==> config.mk <==
export PLATFORM = sky130hd
export DESIGN_NAME = irr_exec
export DESIGN_NICKNAME = d
export VERILOG_FILES = /design/src/verilog/irr_pkg.sv /design/src/verilog/irr_exec.sv
export SDC_FILE = /design/constraint.sdc
export NUM_CORES = 1
export LEC_CHECK = 0
export BUFFER_PORTS_ARGS = -buffer_cell sky130_fd_sc_hd__buf_2
export CAP_MARGIN = 30
export CORE_MARGIN = 2
export CORE_UTILIZATION = 44
export DETAILED_ROUTE_END_ITERATION = 6
export PLACE_DENSITY = 0.78
export SLEW_MARGIN = 20
export SYNTH_ARGS = -nofsm -noshare
export SYNTH_HDL_FRONTEND = slang
export SYNTH_SLANG_ARGS = --single-unit
==> constraint.sdc <==
create_clock -name clk -period 1.7 [get_ports clk]
set_clock_uncertainty 0.15 [all_clocks]
set_input_delay 0.255 -clock clk [delete_from_list [all_inputs] [get_ports clk]]
set_output_delay 0.255 -clock clk [all_outputs]
set_load 0.02 [all_outputs]
==> src/verilog/irr_pkg.sv <==
// Package for the return-from-interrupt and rotate-left execution block
package irr_pkg;
    localparam int PC_W   = 13;
    localparam int DATA_W = 8;
    localparam int ADDR_W = 8;
    localparam int MSB    = DATA_W - 1;
    localparam logic [PC_W-1:0] PC_RESET = 13'h0000;
    localparam logic [PC_W-1:0] INT_VECTOR_DEFAULT = 13'h0004;

    typedef enum logic [1:0] {
        IRR_IDLE  = 2'b00,
        IRR_READ  = 2'b01,
        IRR_WRITE = 2'b10
    } irr_state_t;
endpackage : irr_pkg
==> src/verilog/irr_exec.sv <==
// Execution unit for the return-from-interrupt and in-place rotate-left instructions
//
// Function
// - Return loads PC from popped stack top when no interrupt is pending.
// - Return sets master interrupt enable to one, or clears it if an interrupt is pending.
// - Pending interrupt serviced before main program resumes.
// - Return leaves every status flag unchanged.
// - Rotate moves bit seven into bit zero.
// - Rotate moves bits zero..six up one.
// - Rotate writes back same address, one position.
// - Rotate changes no status flag, carry included.
`timescale 1ns/1ps
`default_nettype none
module irr_exec
    import irr_pkg::*;
(
    // Clock and reset
    input  wire logic              clk,
    input  wire logic              rst,
    // Instruction issue
    input  wire logic              return_from_interrupt_op,
    input  wire logic              rotate_left_op,
    input  wire logic [ADDR_W-1:0] op_addr,
    output logic                   busy,
    output logic                   done,
    // Hardware return stack
    output logic                   stack_pop,
    input  wire logic [PC_W-1:0]   stack_top,
    // Interrupt controller
    input  wire logic              int_pending,
    input  wire logic [PC_W-1:0]   int_vector,
    output logic                   int_ack,
    output logic                   stack_push,
    output logic [PC_W-1:0]        stack_push_data,
    // Data memory
    output logic                   mem_rd,
    output logic                   mem_wr,
    output logic [ADDR_W-1:0]      mem_addr,
    output logic [DATA_W-1:0]      mem_wdata,
    input  wire logic [DATA_W-1:0] mem_rdata,
    // Core state
    output logic [PC_W-1:0]        pc,
    output logic                   master_interrupt_enable,
    input  wire logic              int_disable,
    output logic                   flags_we
);

    // ------------------------------------------------------------
    // State
    // ------------------------------------------------------------
    irr_state_t        state_reg, state_next;
    logic [PC_W-1:0]   pc_reg, pc_next;
    logic              mie_reg, mie_next;
    logic [ADDR_W-1:0] addr_reg, addr_next;
    logic [DATA_W-1:0] wdata_reg, wdata_next;
    logic              done_reg, done_next;
    logic              pop_reg, pop_next;
    logic              push_reg, push_next;
    logic              ack_reg, ack_next;
    logic [PC_W-1:0]   push_data_reg, push_data_next;

    // ------------------------------------------------------------
    // Next state
    // ------------------------------------------------------------
    always_comb begin
        state_next     = state_reg;
        pc_next        = pc_reg;
        mie_next       = mie_reg;
        addr_next      = addr_reg;
        wdata_next     = wdata_reg;
        done_next      = 1'b0;
        pop_next       = 1'b0;
        push_next      = 1'b0;
        ack_next       = 1'b0;
        push_data_next = push_data_reg;
        if (int_disable) begin
            mie_next = 1'b0;
        end
        case (state_reg)
            IRR_IDLE: begin
                if (return_from_interrupt_op) begin
                    pop_next  = 1'b1;
                    done_next = 1'b1;
                    if (int_pending) begin
                        pc_next        = int_vector;
                        push_next      = 1'b1;
                        push_data_next = stack_top;
                        ack_next       = 1'b1;
                        mie_next       = 1'b0;
                    end else begin
                        pc_next  = stack_top;
                        mie_next = 1'b1;
                    end
                end else if (rotate_left_op) begin
                    addr_next  = op_addr;
                    state_next = IRR_READ;
                end
            end
            IRR_READ: begin
                wdata_next = {mem_rdata[MSB-1:0], mem_rdata[MSB]};
                state_next = IRR_WRITE;
            end
            IRR_WRITE: begin
                done_next  = 1'b1;
                state_next = IRR_IDLE;
            end
            default: begin
                state_next = IRR_IDLE;
            end
        endcase
    end

    // ------------------------------------------------------------
    // Registers
    // ------------------------------------------------------------
    always_ff @(posedge clk) begin
        if (rst) begin
            state_reg     <= IRR_IDLE;
            pc_reg        <= PC_RESET;
            mie_reg       <= 1'b0;
            addr_reg      <= '0;
            wdata_reg     <= '0;
            done_reg      <= 1'b0;
            pop_reg       <= 1'b0;
            push_reg      <= 1'b0;
            ack_reg       <= 1'b0;
            push_data_reg <= PC_RESET;
        end else begin
            state_reg     <= state_next;
            pc_reg        <= pc_next;
            mie_reg       <= mie_next;
            addr_reg      <= addr_next;
            wdata_reg     <= wdata_next;
            done_reg      <= done_next;
            pop_reg       <= pop_next;
            push_reg      <= push_next;
            ack_reg       <= ack_next;
            push_data_reg <= push_data_next;
        end
    end

    // ------------------------------------------------------------
    // Outputs
    // ------------------------------------------------------------
    assign busy                    = (state_reg != IRR_IDLE);
    assign done                    = done_reg;
    assign stack_pop               = pop_reg;
    assign stack_push              = push_reg;
    assign stack_push_data         = push_data_reg;
    assign int_ack                 = ack_reg;
    assign mem_rd                  = (state_reg == IRR_READ);
    assign mem_wr                  = (state_reg == IRR_WRITE);
    assign mem_addr                = addr_reg;
    assign mem_wdata               = wdata_reg;
    assign pc                      = pc_reg;
    assign master_interrupt_enable = mie_reg;
    assign flags_we                = 1'b0;

endmodule : irr_exec
`default_nettype wire

==> flow_summary.json, run 1 <==
{
  "p_leak_nw": 1.201,
  "synth_top_area_share": 0.5175,
  "initial_utilization": 0.4609,
  "htree_num_levels": 2,
  "antenna_found_initial": 0,
  "end_kind": "primary output",
  "grt_pass1_vias": 1450,
  "worst-endpoint-arrival_ns": 1.20,
  "p_per_area_nw_per_um2": 931.0,
  "syn_avg_cell_area_sq_um": 8.758,
  "regArea_sq_um": 965.9,
  "diodes": 0,
  "cp_slowest_cell": "dfxtp_2",
  "yosysWarnings": 0,
  "dp.cells": 346,
  "hold_ws_ns": 0.03985,
  "core_area_sq_um": 4029,
  "viasPerCell": 4.834,
  "cp-start-kind": "flip-flop",
  "final_common_cell": "buf_2",
  "hp-class": "primary input to flip-flop",
  "netSwitchingFraction": 0.2738,
  "worst-setup-path-type": "flip-flop to primary output",
  "ioPinCount": 99,
  "finalNonFillerCells": 355,
  "cts_max_path_buffers": 2,
  "grt_usage": 0.1898,
  "setup_viol": 0,
  "finalCritPeriodShare": 0.9457,
  "crit_chain": "nand2b_1 > inv_2 > buf_2",
  "cts_sinks": 48,
  "setup_tns_ns": 0,
  "drive_gt1_frac": 0.3869,
  "fill_cells": 369,
  "grt_max_degree": 42,
  "synthCells": 212,
  "root_buffer": "clkbuf_8",
  "vias": 1716,
  "multiInputGateArea_sq_um": 788.3,
  "fmax_mhz": 622.0,
  "syn_area_sq_um": 1857,
  "cts_tree": "yes",
  "yosysTopAreaCell": "dfxtp_1",
  "placed_area_sq_um": 2367,
  "die_y_um": 68.96,
  "drtPass1Iterations": 4,
  "hold_violations": 0,
  "grt_overflow": 0,
  "rsz0062_at_grt": "false",
  "die_area_sq_um": 4755,
  "placementRows": 23,
  "synthesis.nets": 260,
  "first_iter_violations": 84,
  "cpPeakStageDelay_ns": 0.38,
  "gp_congestion": 0.7127,
  "crit_family": "flip-flops",
  "cts_setup_buffers": 0,
  "grt_pass1_wl_um": 6596,
  "power.internal_mw": 1.673,
  "ys_seq_elements": 48,
  "power_switching_uw": 630.8,
  "ys_types": 26,
  "drt-wirelength-per-cell_um": 12.50,
  "fin_ws_ns": 0.09224,
  "final_antenna_net_count": 0,
  "drcViolationCount": 0,
  "finalWirelength_um": 4436,
  "port_buffers": 97,
  "power_frac_clock": 0.299,
  "post-route-util": 0.6143,
  "status": "finished clean",
  "synth.area.top_cells": "dfxtp_1 52%, nand2_1 12%, a21oi_1 7.8%, mux2i_1 7.0%, a211oi_1 5.3%",
  "cts_buffers": 5,
  "rrSetupSlack_ns": 0.27,
  "fin_area_sq_um": 2475,
  "required_ns": 1.29,
  "slew_violations": 0,
  "path_clk_slew_ns": 0.08,
  "yosysSeqAreaShare": 0.5175,
  "die_w_um": 68.96,
  "cp.buffers_inverters": 2,
  "pwr-share-comb": 0.173,
  "final_cell_mix": "97 x buf_2, 59 x nand2_1, 46 x dfxtp_1",
  "clk_latency_ns": 0.29,
  "post-place-ws_ns": 0.2076,
  "power_mw": 2.304,
  "dpl.hpwl_um": 3266,
  "period_needed_ns": 1.608,
  "pwr-share-seq": 0.528,
  "irDropWorstVdd_v": 0.0006003,
  "area_delta_synth_final_pct": 33.29,
  "drv_cap": 0,
  "path_max_fanout": 9,
  "num-nets-final": 352
}
## worst paths after layout
path	from	to	depth (start not counted)
min reg2reg	stack_push_data[1]	stack_push_data[1]	2
max reg2reg	state_reg[0]	mem_addr[2]	3
max	state_reg[1]	mem_rd	3
min	op_addr[5]	mem_addr[5]	3
## cell usage after synthesis, drive strengths merged
cell type	count
a211oi	13
a21oi	29
and2	1
and2b	1
and4bb	1
buf	15
clkbuf	3
conb	1
dfxtp	48
inv	2
mux2i	13
nand2	59
nand2b	1
nand4bb	1
nor2	17
nor2b	1
nor3	1
nor3b	1
nor4b	1
o41ai	1
or2	1
or4b	1
## worst register-to-register path: cells and delay by family (launching register included)
family	cells	cell delay, ns
simple gates	2	0.72
flops	1	0.39
compound gates	1	0.07
## cell type report
| type | instances | share of cell area |
|---|---|---|
| timing repair buffer | 103 | 0.2255 |
| tap | 50 | 0.02528 |
| multi-input combinational | 144 | 0.3185 |
| clock buffer | 6 | 0.03337 |
| sequential | 48 | 0.3903 |
| clock inverter | 2 | 0.004044 |
| inverter | 2 | 0.003033 |
## cell families after synthesis
logic type	Yosys count	share of synthesized area
simple gates	87	0.2136
flops	48	0.5175
compound gates	43	0.1354
buf+inv	20	0.06132
mux	13	0.07008
other cells	1	0.002020
## timing repair
action,in CTS,in global routing
endpoints found under the setup margin,1,1
hold buffers,1,0
resized for setup,2,1
endpoints found under the hold margin,1,0
## per-layer routing
layer / global-route usage / wire (um) / vias up
li1: - / - / 884
met5: 0 / 0 / -
met3: 0.06494 / 265 / 2
met1: 0.2282 / 1861 / 779
met4: 0.05882 / 27 / 0
met2: 0.3185 / 2281 / 51
## power by group through the flow
stage          Sequential, mW  Combinational (mW)  Clock (mW)
2_1_floorplan            1.32               0.170           0
4_1_cts                  1.22               0.403       0.722
3_3_place_gp             1.24               0.394           0
3_5_place_dp             1.24               0.400           0
5_1_grt                  1.23               0.439       0.769
6_report                 1.22               0.398       0.689
(Power assumes the default switching activity.)
==> run 2: changes to the inputs <==
Settings changed: CORE_ASPECT_RATIO from default to 0.5, GPL_TIMING_DRIVEN from default to 1.
==> run 2 against run 1 <==
Sequential power is essentially flat; combinational power shrank 2%; global-route usage shrank 0.56 points; via count shrank 2.9%; critical path depth is the same.
==> flow_summary.json, run 2 (synthesized netlist as in run 1, its figures left out) <==
{
  "power.internal_mw": 1.625,
  "ioPinCount": 99,
  "worst-endpoint-arrival_ns": 1.18,
  "drv_cap": 0,
  "p_per_area_nw_per_um2": 920.5,
  "first_iter_violations": 74,
  "path_clk_slew_ns": 0.08,
  "dpl.hpwl_um": 3191,
  "power_mw": 2.249,
  "drcViolationCount": 0,
  "grt_max_degree": 30,
  "initial_utilization": 0.4661,
  "die_w_um": 95.87,
  "num-nets-final": 352,
  "rrSetupSlack_ns": 0.22,
  "placementRows": 16,
  "port_buffers": 97,
  "hp-class": "primary input to flip-flop",
  "antenna_found_initial": 0,
  "rsz0062_at_grt": "false",
  "die_area_sq_um": 4787,
  "placed_area_sq_um": 2354,
  "fmax_mhz": 630.8,
  "finalWirelength_um": 4277,
  "irDropWorstVdd_v": 0.0003795,
  "r2r-end": "stack_push_data[1]",
  "clk_latency_ns": 0.29,
  "grt_overflow": 0,
  "grt_pass1_wl_um": 6955,
  "hold_violations": 0,
  "setup_tns_ns": 0,
  "crit_chain": "nand2b_1 > inv_2 > buf_2",
  "path_max_fanout": 9,
  "final_antenna_net_count": 0,
  "diodes": 0,
  "min_to": "mem_wdata[0]",
  "drtPass1Iterations": 4,
  "gp_congestion": 0.8325,
  "viasPerCell": 4.656,
  "min-delay-start": "mem_rdata[7]",
  "grt_pass1_vias": 1595,
  "whs_path_depth": 3,
  "end_kind": "primary output",
  "vias": 1667,
  "tightest_slew_ns": 0.5507,
  "max-slew-margin-rel": 0.6308,
  "r2r_start": "state_reg[1]",
  "cpPeakStageDelay_ns": 0.37,
  "core_area_sq_um": 3984,
  "pwr-share-seq": 0.542,
  "root_buffer": "clkbuf_8",
  "power_switching_uw": 624.3,
  "fin_area_sq_um": 2444,
  "p_leak_nw": 1.186,
  "cts_buffers": 5,
  "reg2reg_depth": 3,
  "required_ns": 1.29,
  "area_delta_synth_final_pct": 31.60,
  "fill_cells": 370,
  "cp_slowest_cell": "dfxtp_2",
  "cts_tree": "yes",
  "status": "finished clean",
  "final_common_cell": "buf_2",
  "finalCritPeriodShare": 0.9325,
  "pwr-share-comb": 0.173,
  "worst-setup-path-type": "flip-flop to primary output",
  "die_y_um": 49.94,
  "slew_violations": 0,
  "cts_sinks": 48,
  "cp-start-kind": "flip-flop",
  "final_cell_mix": "97 x buf_2, 59 x nand2_1, 46 x dfxtp_1",
  "cts_max_path_buffers": 2,
  "drt-wirelength-per-cell_um": 11.95,
  "setup_viol": 0,
  "netSwitchingFraction": 0.2775,
  "power_frac_clock": 0.285,
  "htree_num_levels": 2,
  "grt_usage": 0.1842,
  "drive_gt1_frac": 0.3816,
  "period_needed_ns": 1.585
}
run 2: worst max-delay path by stage:
stage,startpoint,end,slack (ns),cells after the start
after floorplan,state_reg[1],mem_addr[0],0.23,5
after global placement,state_reg[1],stack_push_data[0],0.23,3
after detailed placement,state_reg[1],stack_push_data[5],0.18,3
after CTS,state_reg[1],mem_rd,0.03,3
after global routing,state_reg[1],mem_rd,0.03,3
final,state_reg[1],mem_rd,0.11,3
run 2: worst max-delay path: cells and delay by family (launching register included):
kind / cells / cell delay [ns]
DFF: 1 / 0.37
buffers and inverters: 2 / 0.33
and+or+nand+nor: 1 / 0.19
run 2: power groups by stage:
stage                     registers, mW  clock network, mW  logic [mW]
after floorplan                    1.32                  0       0.170
after global placement             1.24                  0       0.384
after detailed placement           1.25                  0       0.389
after CTS                          1.22              0.656       0.392
after global routing               1.23              0.696       0.430
final                              1.22              0.642       0.389
run 2: metrics by stage:
stage | setup WS, ns | std cells | util | hold slack [ns]
detailed placement | 0.1774 | 350 | 0.5908 | 0.2960
global placement | 0.2274 | 350 | 0.5908 | 0.2884
global route | 0.03301 | 358 | 0.6134 | 0.04156
CTS | 0.02937 | 358 | 0.6131 | 0.04069
finish | 0.1148 | 358 | 0.6134 | 0.04739
floorplan | 0.2336 | 212 | - | 0.2072
run 2: per-layer routing:
layer,vias up,routed length (um),track usage,share of wire
met4,0,6,0.04286,0.0014
met3,2,217,0.04587,0.051
met2,48,2100,0.3275,0.49
li1,880,-,-,-
met5,-,0,0,0
met1,737,1952,0.2243,0.46
run 2: layout make-up:
class | instances | area (sq um) | share of cell area
tap | 54 | 67.56 | 0.02765
timing repair buffer | 103 | 545.5 | 0.2232
clock buffer | 6 | 72.57 | 0.02970
clock inverter | 1 | 5.005 | 0.002048
multi-input combinational | 144 | 782.0 | 0.3200
inverter | 2 | 7.507 | 0.003072
sequential | 48 | 963.4 | 0.3943
run 2: timing repair:
item                                   in CTS  in global routing
setup buffers                               0                  0
hold buffers                                1                  0
resized for setup                           1                  1
endpoints found under the hold margin       1                  0
setup endpoints to repair                   1                  1
